## config.mk

```make
export PLATFORM = sky130hd
export DESIGN_NAME = jtag_scan
export DESIGN_NICKNAME = d
export VERILOG_FILES = /design/src/jtag_pkg.sv /design/src/jtag_scan.sv
export SDC_FILE = /design/constraint.sdc
export NUM_CORES = 1
export LEC_CHECK = 0
export BUFFER_PORTS_ARGS = -buffer_cell sky130_fd_sc_hd__buf_2
export CORE_AREA = 10 10 193 195
export DETAILED_ROUTE_END_ITERATION = 10
export DIE_AREA = 0 0 203 205
export PLACE_DENSITY = 0.68
export SLEW_MARGIN = 0
export SYNTH_ARGS = -nofsm -noshare
export SYNTH_HDL_FRONTEND = slang
export SYNTH_SLANG_ARGS = --single-unit
```

## constraint.sdc

```tcl
create_clock -name ref_clk -period 2.08 [get_ports ref_clk]
set_input_delay 0.104 -clock ref_clk [delete_from_list [all_inputs] [get_ports ref_clk]]
set_output_delay 0.104 -clock ref_clk [all_outputs]
set_load 0.01 [all_outputs]
```

## src/jtag_pkg.sv

```systemverilog
// Purpose: Constants for the boundary-scan instruction and data registers
// Assumes: Instruction codes are 5 bits
// Notes: Identity field defaults live in the top module as parameters
package jtag_pkg;
   localparam int IR_W = 5;
   localparam logic [4:0] IR_EXTEST   = 5'h00;
   localparam logic [4:0] IR_SAMPLE   = 5'h01;
   localparam logic [4:0] IR_UCH_ONE  = 5'h02;
   localparam logic [4:0] IR_UCH_TWO  = 5'h03;
   localparam logic [4:0] IR_CFG_RD   = 5'h04;
   localparam logic [4:0] IR_CFG_WR   = 5'h05;
   localparam logic [4:0] IR_INTEST   = 5'h07;
   localparam logic [4:0] IR_USERCODE = 5'h08;
   localparam logic [4:0] IR_IDCODE   = 5'h09;
   localparam logic [4:0] IR_HIGHZ    = 5'h0a;
   localparam logic [4:0] IR_STARTUP  = 5'h0c;
   localparam logic [4:0] IR_BYPASS   = 5'h1f;
   localparam logic [4:0] IR_CAPTURE  = 5'h01;
   localparam int WORD_W = 32;
   localparam logic [31:0] USERCODE_UNCONF = 32'hffffffff;
   localparam int CELLS_PER_IO = 3;
   localparam int CELL_IN  = 0;
   localparam int CELL_OUT = 1;
   localparam int CELL_OE  = 2;
   localparam int FIFO_DEPTH = 4;
   typedef enum logic [3:0] {
      TAP_RESET = 4'h0, TAP_IDLE = 4'h1, TAP_SEL_DR = 4'h2, TAP_CAP_DR = 4'h3,
      TAP_SH_DR = 4'h4, TAP_EX1_DR = 4'h5, TAP_PAU_DR = 4'h6, TAP_EX2_DR = 4'h7,
      TAP_UPD_DR = 4'h8, TAP_SEL_IR = 4'h9, TAP_CAP_IR = 4'ha, TAP_SH_IR = 4'hb,
      TAP_EX1_IR = 4'hc, TAP_PAU_IR = 4'hd, TAP_EX2_IR = 4'he, TAP_UPD_IR = 4'hf
   } tap_state_t;
endpackage : jtag_pkg

```

## src/jtag_scan.sv

```systemverilog
// Purpose: Instruction decode, boundary, bypass, ID and config scan paths
// Assumes: Test pins are asynchronous; ref_clk far faster than the test clock
// Notes: Config write words pass a small FIFO toward the config logic
`timescale 1ns/1ps

module word_fifo #(
   parameter int WIDTH = 32,
   parameter int DEPTH = 4
) (
   input  wire logic             ref_clk,
   input  wire logic             nrst,
   input  wire logic [WIDTH-1:0] in_data,
   input  wire logic             in_valid,
   output logic                  in_ready,
   output logic      [WIDTH-1:0] out_data,
   output logic                  out_valid,
   input  wire logic             out_ready
);
   logic [WIDTH-1:0] mem_reg [DEPTH];
   logic [DEPTH-1:0] vld_reg;
   logic             pop;
   logic             push;

   initial if (DEPTH < 2) $error("word_fifo depth below 2");
   // Shift FIFO: head always sits in entry 0 so the output is a flop
   assign pop       = vld_reg[0] & out_ready;
   assign in_ready  = ~vld_reg[DEPTH-1] | pop;
   assign push      = in_valid & in_ready;
   assign out_data  = mem_reg[0];
   assign out_valid = vld_reg[0];

   for (genvar i = 0; i < DEPTH; i++)
   begin : g_ent
      logic nxt_vld;
      logic self_w;
      assign nxt_vld = (i < DEPTH - 1) ? vld_reg[(i + 1) % DEPTH] : 1'b0;
      assign self_w  = pop ? (nxt_vld == 1'b0 && vld_reg[i]) : (vld_reg[i] == 1'b0 &&
                       (i == 0 || vld_reg[(i + DEPTH - 1) % DEPTH]));
      always_ff @(posedge ref_clk or negedge nrst)
      begin
         if (!nrst)
         begin
            vld_reg[i] <= 1'b0;
            mem_reg[i] <= '0;
         end
         else
         begin
            if (push && self_w)
               mem_reg[i] <= in_data;
            else if (pop && nxt_vld)
               mem_reg[i] <= mem_reg[(i + 1) % DEPTH];
            vld_reg[i] <= (pop ? nxt_vld : vld_reg[i]) | (push & self_w);
         end
      end
   end
endmodule : word_fifo

module jtag_scan #(
   parameter int         NUM_IO      = 8,
   parameter int         NUM_DED_IN  = 2,
   parameter logic [3:0] DIE_VERSION = 4'h0,
   parameter logic [6:0] FAMILY      = 7'h01,
   parameter logic [8:0] CLB_ROWS    = 9'h010,
   parameter logic [10:0] COMPANY    = 11'h001
) (
   input  wire logic                  ref_clk,
   input  wire logic                  nrst,
   input  wire logic                  tck,
   input  wire logic                  tms,
   input  wire logic                  tdi,
   output logic                       tdo,
   output logic                       tdo_oe,
   input  wire logic [NUM_IO-1:0]     pad_in,
   output logic      [NUM_IO-1:0]     pad_out,
   output logic      [NUM_IO-1:0]     pad_oe,
   input  wire logic [NUM_IO-1:0]     core_out,
   input  wire logic [NUM_IO-1:0]     core_oe,
   output logic      [NUM_IO-1:0]     core_in,
   input  wire logic [NUM_DED_IN-1:0] ded_in,
   input  wire logic                  cfg_done,
   input  wire logic [31:0]           usercode,
   input  wire logic                  startup_clock_source,
   output logic                       startup_step,
   output logic      [31:0]           cfg_wr_data,
   output logic                       cfg_wr_valid,
   input  wire logic                  cfg_wr_ready,
   output logic                       cfg_overrun,
   input  wire logic [31:0]           cfg_rd_data,
   input  wire logic                  cfg_rd_valid,
   output logic                       cfg_rd_ack,
   output logic                       user_chain_one_select,
   output logic                       user_chain_two_select,
   output logic                       user_chain_one_shift_clock,
   output logic                       user_chain_two_shift_clock,
   output logic                       user_chain_tdi,
   input  wire logic                  user_chain_one_return,
   input  wire logic                  user_chain_two_return,
   output logic                       tap_reset_state,
   output logic                       tap_shift_state,
   output logic                       tap_update_state
);
   localparam int BSR_LEN = NUM_IO * jtag_pkg::CELLS_PER_IO + NUM_DED_IN;
   localparam int SYN_W   = 3 + NUM_IO + NUM_DED_IN;

   initial if (NUM_IO < 1 || NUM_DED_IN < 1) $error("jtag_scan needs pads");

   logic [SYN_W-1:0]      syn_meta_reg;
   logic [SYN_W-1:0]      syn_reg;
   logic                  tck_last_reg;
   logic                  tck_s, tms_s, tdi_s, tck_rise, tck_fall;
   logic [NUM_IO-1:0]     pad_s;
   logic [NUM_DED_IN-1:0] ded_s;
   jtag_pkg::tap_state_t  state_reg, state_next;
   logic [4:0]            ir_reg, ir_sreg, instr;
   logic                  known;
   logic                  bypass_reg;
   logic [BSR_LEN-1:0]    bsr_sreg, bsr_upd_reg, bsr_cap;
   logic [NUM_IO-1:0]     upd_in, upd_out, upd_oe;
   logic [31:0]           id_sreg, id_word, shifted;
   logic [4:0]            bit_cnt_reg;
   logic                  bsr_instr, extest, intest;
   logic                  push_valid_reg;
   logic [31:0]           push_data_reg;
   logic                  push_ready;

   // Sample the test pins, pad inputs and dedicated inputs through two flops
   always_ff @(posedge ref_clk or negedge nrst)
   begin
      if (!nrst)
      begin
         syn_meta_reg <= '0;
         syn_reg      <= '0;
         tck_last_reg <= 1'b0;
      end
      else
      begin
         syn_meta_reg <= {tck, tms, tdi, pad_in, ded_in};
         syn_reg      <= syn_meta_reg;
         tck_last_reg <= tck_s;
      end
   end

   assign {tck_s, tms_s, tdi_s, pad_s, ded_s} = syn_reg;
   assign tck_rise = tck_s & ~tck_last_reg;
   assign tck_fall = ~tck_s & tck_last_reg;

   always_comb
   begin
      case (state_reg)
         jtag_pkg::TAP_RESET:  state_next = tms_s ? jtag_pkg::TAP_RESET : jtag_pkg::TAP_IDLE;
         jtag_pkg::TAP_IDLE:   state_next = tms_s ? jtag_pkg::TAP_SEL_DR : jtag_pkg::TAP_IDLE;
         jtag_pkg::TAP_SEL_DR: state_next = tms_s ? jtag_pkg::TAP_SEL_IR : jtag_pkg::TAP_CAP_DR;
         jtag_pkg::TAP_CAP_DR: state_next = tms_s ? jtag_pkg::TAP_EX1_DR : jtag_pkg::TAP_SH_DR;
         jtag_pkg::TAP_SH_DR:  state_next = tms_s ? jtag_pkg::TAP_EX1_DR : jtag_pkg::TAP_SH_DR;
         jtag_pkg::TAP_EX1_DR: state_next = tms_s ? jtag_pkg::TAP_UPD_DR : jtag_pkg::TAP_PAU_DR;
         jtag_pkg::TAP_PAU_DR: state_next = tms_s ? jtag_pkg::TAP_EX2_DR : jtag_pkg::TAP_PAU_DR;
         jtag_pkg::TAP_EX2_DR: state_next = tms_s ? jtag_pkg::TAP_UPD_DR : jtag_pkg::TAP_SH_DR;
         jtag_pkg::TAP_UPD_DR: state_next = tms_s ? jtag_pkg::TAP_SEL_DR : jtag_pkg::TAP_IDLE;
         jtag_pkg::TAP_SEL_IR: state_next = tms_s ? jtag_pkg::TAP_RESET : jtag_pkg::TAP_CAP_IR;
         jtag_pkg::TAP_CAP_IR: state_next = tms_s ? jtag_pkg::TAP_EX1_IR : jtag_pkg::TAP_SH_IR;
         jtag_pkg::TAP_SH_IR:  state_next = tms_s ? jtag_pkg::TAP_EX1_IR : jtag_pkg::TAP_SH_IR;
         jtag_pkg::TAP_EX1_IR: state_next = tms_s ? jtag_pkg::TAP_UPD_IR : jtag_pkg::TAP_PAU_IR;
         jtag_pkg::TAP_PAU_IR: state_next = tms_s ? jtag_pkg::TAP_EX2_IR : jtag_pkg::TAP_PAU_IR;
         jtag_pkg::TAP_EX2_IR: state_next = tms_s ? jtag_pkg::TAP_UPD_IR : jtag_pkg::TAP_SH_IR;
         jtag_pkg::TAP_UPD_IR: state_next = tms_s ? jtag_pkg::TAP_SEL_DR : jtag_pkg::TAP_IDLE;
         default:              state_next = jtag_pkg::TAP_RESET;
      endcase
   end

   always_ff @(posedge ref_clk or negedge nrst)
   begin
      if (!nrst)
         state_reg <= jtag_pkg::TAP_RESET;
      else if (tck_rise)
         state_reg <= state_next;
   end

   // Instruction register; update on the falling test clock edge
   always_ff @(posedge ref_clk or negedge nrst)
   begin
      if (!nrst)
      begin
         ir_reg  <= jtag_pkg::IR_IDCODE;
         ir_sreg <= '0;
      end
      else if (state_reg == jtag_pkg::TAP_RESET)
         ir_reg <= jtag_pkg::IR_IDCODE;
      else if (tck_rise && state_reg == jtag_pkg::TAP_CAP_IR)
         ir_sreg <= jtag_pkg::IR_CAPTURE;
      else if (tck_rise && state_reg == jtag_pkg::TAP_SH_IR)
         ir_sreg <= {tdi_s, ir_sreg[4:1]};
      else if (tck_fall && state_reg == jtag_pkg::TAP_UPD_IR)
         ir_reg <= ir_sreg;
   end

   always_comb
   begin
      case (ir_reg)
         jtag_pkg::IR_EXTEST, jtag_pkg::IR_SAMPLE, jtag_pkg::IR_CFG_RD, jtag_pkg::IR_CFG_WR,
         jtag_pkg::IR_INTEST, jtag_pkg::IR_USERCODE, jtag_pkg::IR_IDCODE, jtag_pkg::IR_HIGHZ,
         jtag_pkg::IR_STARTUP, jtag_pkg::IR_BYPASS: known = 1'b1;
         jtag_pkg::IR_UCH_ONE, jtag_pkg::IR_UCH_TWO: known = cfg_done;
         default: known = 1'b0;
      endcase
      instr = known ? ir_reg : jtag_pkg::IR_BYPASS;
   end

   assign extest    = (instr == jtag_pkg::IR_EXTEST);
   assign intest    = (instr == jtag_pkg::IR_INTEST);
   assign bsr_instr = extest | intest | (instr == jtag_pkg::IR_SAMPLE);

   // Boundary cells: input, output, enable per pad, then input-only pins
   for (genvar k = 0; k < NUM_IO; k++)
   begin : g_io
      localparam int B = k * jtag_pkg::CELLS_PER_IO;
      assign bsr_cap[B + jtag_pkg::CELL_IN]  = pad_s[k];
      assign bsr_cap[B + jtag_pkg::CELL_OUT] = core_out[k];
      assign bsr_cap[B + jtag_pkg::CELL_OE]  = core_oe[k];
      assign upd_in[k]  = bsr_upd_reg[B + jtag_pkg::CELL_IN];
      assign upd_out[k] = bsr_upd_reg[B + jtag_pkg::CELL_OUT];
      assign upd_oe[k]  = bsr_upd_reg[B + jtag_pkg::CELL_OE];
   end
   for (genvar j = 0; j < NUM_DED_IN; j++)
   begin : g_ded
      assign bsr_cap[NUM_IO * jtag_pkg::CELLS_PER_IO + j] = ded_s[j];
   end

   always_ff @(posedge ref_clk or negedge nrst)
   begin
      if (!nrst)
      begin
         bsr_sreg    <= '0;
         bsr_upd_reg <= '0;
      end
      else if (bsr_instr)
      begin
         if (tck_rise && state_reg == jtag_pkg::TAP_CAP_DR)
            bsr_sreg <= bsr_cap;
         else if (tck_rise && state_reg == jtag_pkg::TAP_SH_DR)
            bsr_sreg <= {tdi_s, bsr_sreg[BSR_LEN-1:1]};
         else if (tck_fall && state_reg == jtag_pkg::TAP_UPD_DR)
            bsr_upd_reg <= bsr_sreg;
      end
   end

   always_ff @(posedge ref_clk or negedge nrst)
   begin
      if (!nrst)
      begin
         pad_out <= '0;
         pad_oe  <= '0;
         core_in <= '0;
      end
      else
      begin
         pad_out <= extest ? upd_out : core_out;
         pad_oe  <= (instr == jtag_pkg::IR_HIGHZ) ? '0 : (extest ? upd_oe : core_oe);
         core_in <= intest ? upd_in : pad_s;
      end
   end

   always_ff @(posedge ref_clk or negedge nrst)
   begin
      if (!nrst)
         bypass_reg <= 1'b0;
      else if (tck_rise && state_reg == jtag_pkg::TAP_CAP_DR)
         bypass_reg <= 1'b0;
      else if (tck_rise && state_reg == jtag_pkg::TAP_SH_DR)
         bypass_reg <= tdi_s;
   end

   // Word register shared by ID, user ID and configuration transfers
   assign id_word = {DIE_VERSION, FAMILY, CLB_ROWS, COMPANY, 1'b1};
   assign shifted = {tdi_s, id_sreg[31:1]};

   always_ff @(posedge ref_clk or negedge nrst)
   begin
      if (!nrst)
      begin
         id_sreg     <= '0;
         bit_cnt_reg <= '0;
         cfg_rd_ack  <= 1'b0;
      end
      else
      begin
         cfg_rd_ack <= 1'b0;
         if (tck_rise && state_reg == jtag_pkg::TAP_CAP_DR)
         begin
            bit_cnt_reg <= '0;
            case (instr)
               jtag_pkg::IR_IDCODE:   id_sreg <= id_word;
               jtag_pkg::IR_USERCODE: id_sreg <= cfg_done ? usercode : jtag_pkg::USERCODE_UNCONF;
               jtag_pkg::IR_CFG_RD:
               begin
                  id_sreg    <= cfg_rd_valid ? cfg_rd_data : '0;
                  cfg_rd_ack <= cfg_rd_valid;
               end
               default: id_sreg <= id_sreg;
            endcase
         end
         else if (tck_rise && state_reg == jtag_pkg::TAP_SH_DR)
         begin
            bit_cnt_reg <= bit_cnt_reg + 5'h01;
            if (instr == jtag_pkg::IR_CFG_RD && bit_cnt_reg == 5'h1f)
            begin
               id_sreg    <= cfg_rd_valid ? cfg_rd_data : '0;
               cfg_rd_ack <= cfg_rd_valid;
            end
            else
               id_sreg <= shifted;
         end
      end
   end

   // Assembled write words wait here until the FIFO takes them
   always_ff @(posedge ref_clk or negedge nrst)
   begin
      if (!nrst)
      begin
         push_valid_reg <= 1'b0;
         push_data_reg  <= '0;
         cfg_overrun    <= 1'b0;
      end
      else
      begin
         if (push_valid_reg && push_ready)
            push_valid_reg <= 1'b0;
         if (tck_rise && state_reg == jtag_pkg::TAP_SH_DR &&
             instr == jtag_pkg::IR_CFG_WR && bit_cnt_reg == 5'h1f)
         begin
            if (push_valid_reg && !push_ready)
               cfg_overrun <= 1'b1;
            else
            begin
               push_valid_reg <= 1'b1;
               push_data_reg  <= shifted;
            end
         end
      end
   end

   word_fifo #(
      .WIDTH (jtag_pkg::WORD_W),
      .DEPTH (jtag_pkg::FIFO_DEPTH)
   ) u_wr_fifo (
      .ref_clk   (ref_clk),
      .nrst      (nrst),
      .in_data   (push_data_reg),
      .in_valid  (push_valid_reg),
      .in_ready  (push_ready),
      .out_data  (cfg_wr_data),
      .out_valid (cfg_wr_valid),
      .out_ready (cfg_wr_ready)
   );

   // Test output changes on the falling test clock edge
   always_ff @(posedge ref_clk or negedge nrst)
   begin
      if (!nrst)
      begin
         tdo    <= 1'b0;
         tdo_oe <= 1'b0;
      end
      else if (tck_fall)
      begin
         tdo_oe <= (state_reg == jtag_pkg::TAP_SH_DR) || (state_reg == jtag_pkg::TAP_SH_IR);
         if (state_reg == jtag_pkg::TAP_SH_IR)
            tdo <= ir_sreg[0];
         else
            case (instr)
               jtag_pkg::IR_EXTEST, jtag_pkg::IR_SAMPLE, jtag_pkg::IR_INTEST: tdo <= bsr_sreg[0];
               jtag_pkg::IR_IDCODE, jtag_pkg::IR_USERCODE,
               jtag_pkg::IR_CFG_RD, jtag_pkg::IR_CFG_WR: tdo <= id_sreg[0];
               jtag_pkg::IR_UCH_ONE: tdo <= user_chain_one_return;
               jtag_pkg::IR_UCH_TWO: tdo <= user_chain_two_return;
               default: tdo <= bypass_reg;
            endcase
      end
   end

   // User chain hookup and start-up stepping
   always_ff @(posedge ref_clk or negedge nrst)
   begin
      if (!nrst)
      begin
         user_chain_one_select      <= 1'b0;
         user_chain_two_select      <= 1'b0;
         user_chain_one_shift_clock <= 1'b0;
         user_chain_two_shift_clock <= 1'b0;
         user_chain_tdi             <= 1'b0;
         tap_reset_state            <= 1'b1;
         tap_shift_state            <= 1'b0;
         tap_update_state           <= 1'b0;
         startup_step               <= 1'b0;
      end
      else
      begin
         user_chain_one_select <= (instr == jtag_pkg::IR_UCH_ONE);
         user_chain_two_select <= (instr == jtag_pkg::IR_UCH_TWO);
         user_chain_one_shift_clock <= tck_s && instr == jtag_pkg::IR_UCH_ONE &&
            (state_reg == jtag_pkg::TAP_CAP_DR || state_reg == jtag_pkg::TAP_SH_DR);
         user_chain_two_shift_clock <= tck_s && instr == jtag_pkg::IR_UCH_TWO &&
            (state_reg == jtag_pkg::TAP_CAP_DR || state_reg == jtag_pkg::TAP_SH_DR);
         user_chain_tdi   <= tdi_s;
         tap_reset_state  <= (state_reg == jtag_pkg::TAP_RESET);
         tap_shift_state  <= (state_reg == jtag_pkg::TAP_SH_DR);
         tap_update_state <= (state_reg == jtag_pkg::TAP_UPD_DR);
         startup_step <= tck_rise && state_reg == jtag_pkg::TAP_IDLE &&
                         instr == jtag_pkg::IR_STARTUP && startup_clock_source;
      end
   end
endmodule : jtag_scan

```

# Yosys cells after proc, flatten, opt, wreduce, memory -nomap -nowiden
# Cells that the tools add are included.
# op_classes
n_addsub,1
reduce_logical,54
eq_ne,40
bitwise_logic,25
n_mux,60
# ops
cell,n
two-way mux 32 bit,11
one-hot mux 32 bit (3 select lines),1
two-way mux 26 bit,2
one-hot mux 4 bit (12 select lines),1
two-way mux 5 bit,9
equality test 5 x 4 -> 1 bit (second input constant),8
equality test 4 bit (second input constant),8
two-way mux 8 bit,4
equality test 5 x 3 -> 1 bit (second input constant),6
logical AND 1 bit,28
two-way mux 1 bit,21
equality test 5 x 2 -> 1 bit (second input constant),4
equality test 4 x 3 -> 1 bit (second input constant),4
two-way mux 4 bit,4
nonzero test 2 bit,6
equality test 5 x 1 -> 1 bit (second input constant),2
equality test 5 bit (second input constant),2
logical NOT 5 bit,2
NOT 1 bit,10
AND reduction 2 bit,5
OR reduction 10 bit,1
AND 1 bit,8
equality test 4 x 2 -> 1 bit (second input constant),2
bitwise OR 1 bit,7
16 further kinds,24
# totals
out_inout_bits,70
regBits,331
word_cells,217
inputBits,101

# Logic depth before layout (Yosys ltp)
# depth
word_depth,9
ltp_mapped,9
depth_no_buf,7

# By module
# A second synthesis with hierarchy kept.
# unflattened
cells_unflattened,1359
area_unflattened_um2,15222.1
# by_module_without_submodules
module,area_per_inst_um2,seq_area_each_um2,cells_per_inst,n_inst
jtag_scan,9029.9,4983.5,853,1
word_fifo,6192.2,3303.2,506,1

# Worst setup path before layout
# No wires, ideal clock.
# synth_path
path_kind,reg-to-reg
startpoint,reg state_reg[0]
endpoint,reg push_data_reg[10]
stages_incl_launch_ff,10
path_buffers,4
arrival_time_ns,2.177
period_less_slack_ns,2.302
required_time_ns,1.955
setup_slack_ns,-0.222
setup_time_ns,0.125
path_cell_list,dfrtp_1 -> buf_6 -> nor4b_4 -> and2_1 -> buf_4 -> or4b_4 -> nand2b_4 -> buf_6 -> buf_6 -> mux2_4
# synth_via
elab_chain_cells,5
# synth_lines
element,line,rtl
"start, declared",jtag_scan.sv:113,"jtag_pkg::tap_state_t state_reg, state_next;"
"start signal, assigned",jtag_scan.sv:173,state_reg <= jtag_pkg::TAP_RESET;
"start signal, assigned",jtag_scan.sv:175,state_reg <= state_next;
equality test 4 x 3 -> 1 bit,jtag_scan.sv:328,if (tck_rise && state_reg == jtag_pkg::TAP_SH_DR &&
logical AND 1 bit (2 in series),jtag_scan.sv:328,
logical AND 1 bit,jtag_scan.sv:329,instr == jtag_pkg::IR_CFG_WR && bit_cnt_reg == 5'h1f)
AND reduction 2 bit (no source line),n/a,
"end signal, assigned",jtag_scan.sv:336,push_data_reg <= shifted;
"end, declared",jtag_scan.sv:123,logic [31:0] push_data_reg;
# Every way passes these cells.
# A chain may end at the register's enable or synchronous reset.

# Worst setup path after layout
# layout_path
startpoint,reg bit_cnt_reg[1]
endpoint,reg push_data_reg[19]
# layout_via
elab_chain_cells,3
# layout_lines
element,line,rtl
"start, declared",jtag_scan.sv:120,logic [4:0] bit_cnt_reg;
"start signal, assigned",jtag_scan.sv:303,bit_cnt_reg <= bit_cnt_reg + 5'h01;
equality test 5 bit,jtag_scan.sv:329,
logical AND 1 bit,jtag_scan.sv:329,
AND reduction 2 bit (no source line),n/a,
# Every way passes these cells.

==> summary.md <==
| Metric | Value |
|---|---|
| Worst endpoint required time | 2470 ps |
| Crit. End Element | register |
| Worst-margin pin slew | 640.5 ps |
| CTS clock-pin slew for the worst setup and hold paths | 60 ps |
| DRT antenna net count | 0 |
| GRT met1 Usage | 22.65% |
| Max reg flops | 96 |
| GR Util met3 | 4.502% |
| Status | finished, violations left |
| WL final | 39840 um |
| Number of flops mapped to enable cells by yosys | 0 |
| Layout Area Growth over Synthesis | 30.20% |
| CP startpoint kind | register |
| GRT busiest layer | met2 |
| Dominant cells by area after synthesis | dfrtp_1 56%, nand2_1 7.7%, mux2_2 5.1% |
| Ys flop type | dfrtp_1 |
| Die width | 203 um |
| F_max | 436.3 MHz |
| Number of clock sinks | 331 |
| Last element of the critical path | push_data_reg[19]$_DFFE_PN0P_ |
| FP Rows | 67 |
| Post-synth top area share | 55.67% |
| FF+latch count, synth | 331 |
| Max cap viols | 0 |
| DP Cell Count | 1956 |
| Via count | 11327 |
| HPWL after detailed placement | 25350 um |
| Layout cells sized above 1 | 35.66% |
| Final Util | 57.68% |
| Fin. Hold Viols | 0 |
| Sequential-to-total area share from yosys stat | 56.20% |
| Mapped Area | 14740 sq um |
| Cell Count, Final, Fillers Out | 2085 |
| Violated checks | negative setup slack |
| TritonRoute pass-1 iters | 5 |
| Slew Limit Fails | 0 |
| Unrepaired setup endpoints after global routing | true |
| Minimum clock period | 2292 ps |
| R2r worst-path depth | 8 |
| Die area | 41620 sq um |
| Initial Util | 44.30% |
| Initial DRC Count | 838 |
| Maximum fanout along the worst path | 9 |
| I/O Pins | 171 |
| Final WS setup | -211.8 ps |
| Yosys warns | 0 |
| GRT met2 Usage | 27.85% |
| Fill cells | 2721 |
| Multi-input gate area | 6665 sq um |
| First-pass GRT wire length | 59820 um |
| DR vias/cell | 5.433 |
| Antenna violations before repair | 4 |
| Number of global-route vias before repair | 11309 |
| Worst slew margin | 57.30% |
| Worst r2r dst | push_data_reg[19]$_DFFE_PN0P_ |
| Setup crit start | bit_cnt_reg[1]$_DFFE_PN0P_ |
| Register area | 8290 sq um |
| Worst Hold Class | input port to register |
| Static Leak | 9.613 nW |
| Most common cell in the netlist | dfrtp_1 |
| Worst skew pair latency | 520 ps |
| # DRC | 0 |
| Mapped Cells | 1399 |
| CTS max path bufs | 3 |
| Peak supply drop | 0.8685 mV |
| CTS Buf Count | 36 |
| WL/cell | 19.11 um |
| Mapped Avg Cell Area | 10.54 sq um |
| Layout net count | 1713 |
| Final Setup Violations | 90 |
| Crit path DAT | 2680 ps |
| Mapped Nets | 1502 |
| Clock Skew | 16.04 ps |
| R2r setup slk | -210 ps |
| Overflow after GRT | 0 |
| Root buf cell | clkbuf_16 |
| Pin count of the biggest net entering global routing | 62 |
| Die Span Y | 205 um |
| Critical path type | register to register |
| Period utilisation layout | 110.2% |
| GRT Total Usage | 17.40% |
| Synth unique cells | 56 |
| Most instantiated cells after synthesis | 328 x dfrtp_1, 303 x nand2_1, 103 x nor2_1 |
| Synth area leader | dfrtp_1 |
| CTS tree | yes |
| Input/output buffers | 170 |
| H-Tree Level Count | 2 |
| RD Place Congestion | 0.8485 |
| Asr flop ratio synth | 100.0% |
| Pwr/cell area | 886.9 nW/um^2 |
| Core footprint | 33280 sq um |
| Reg2reg start | bit_cnt_reg[1]$_DFFE_PN0P_ |
-- cell type report --
type                    instances  share of cell area, %
clock buffers                  46                  5.045
multi-input cells             921                  34.72
well taps                     448                  2.920
repair buffers                307                  12.91
clock inverters                17                 0.9385
diodes                          2                0.02607
flip-flops and latches        331                  43.19
inverters                      13                 0.2542
-- power breakdown --
group          internal [mW]  total (mW)  switching [mW]
combinational           1.57        3.17            1.60
sequential              6.96        7.63           0.672
clock                   3.68        6.23            2.55
total                   12.2        17.0            4.82
-- stage by stage --
step	worst slack (ps)	cell area [sq um]	hold WS [ps]	power, mW	setup TNS, ps
detailed placement	-168.6	16240	87.07	9.602	-7149
floorplan	-221.2	14840	-191.6	8.719	-10490
CTS	-194.9	17860	6.432	15.98	-5958
global route	-253.0	19190	105.0	17.77	-15670
finish	-211.8	19200	80.06	17.03	-10540
global placement	-135.0	16240	90.89	9.551	-4482
-- cells by family after synthesis --
| kind of cell | after synthesis | synth area share (%) |
|---|---|---|
| AND/OR/NAND/NOR | 504 | 14.71 |
| flip-flops | 331 | 56.20 |
| AO/OA/AOI/OAI | 310 | 15.26 |
| buffers and inverters | 147 | 4.973 |
| multiplexers | 101 | 8.444 |
| XOR/XNOR | 4 | 0.2377 |
| adder cells (fa/ha/maj) | 2 | 0.1697 |
-- layout by cell type, fill, tap and decap left out, types with 9 or more instances in the layout --
master         instances
a31oi_1               26
nor2_2                17
buf_4                 59
buf_6                  9
nor2_4                21
o31ai_4               20
nor2b_1               37
o22ai_1               25
a22o_1                36
nand3_1                9
clkinv_2              10
o21ai_0               14
buf_12                18
dfrtp_1              325
nand2_4               17
nand2_1              276
a211oi_2              25
o31ai_2                9
mux2_4                30
a22oi_1               64
inv_1                 13
a21o_1                33
clkbuf_16             47
buf_2                169
nor2_1                65
mux2_2                67
a21oi_1               20
nand2_2               10
dlygate4sd3_1         35
-- worst min-delay path by stage --
stage | from | end | slack, ps | cells after the start
final | cfg_rd_data[26] | id_sreg[26]$_DFFE_PN0P_ | 80 | 5
after global placement | nrst | u_wr_fifo.out_data[26]$_DFFE_PN0P_ | 90 | 1
after detailed placement | nrst | u_wr_fifo.out_data[26]$_DFFE_PN0P_ | 90 | 1
after CTS | cfg_rd_data[25] | id_sreg[25]$_DFFE_PN0P_ | 6 | 5
after global routing | cfg_rd_data[28] | id_sreg[28]$_DFFE_PN0P_ | 110 | 5
after floorplan | nrst | bit_cnt_reg[0]$_DFFE_PN0P_ | -190 | 0
-- layer usage --
layer	up-vias	share of wire, %
met2	337	48
met1	5601	43
met3	86	5.9
li1	5297	-
met4	6	2.8
met5	-	0.11
-- worst max-delay path: stages (launching register included) --
cell and delay, ps:
dfrtp_1 370, ha_2 180, and3_4 190, ha_4 130, nand3_2 60, or4b_4 530
nand2b_4 210, buf_12 170, mux2_4 300
-- repair_timing --
| action | 4_1_cts | 5_1_grt |
|---|---|---|
| hold buffers | 35 | 0 |
| setup endpoints to repair | 85 | 95 |
| gates cloned | 2 | 17 |
| pin swaps | 4 | 53 |
| hold endpoints to repair | 220 | 0 |
| gates resized for setup | 20 | 204 |
| buffers inserted | 2 | 8 |
No activity file was read; power rests on OpenSTA's default activity.
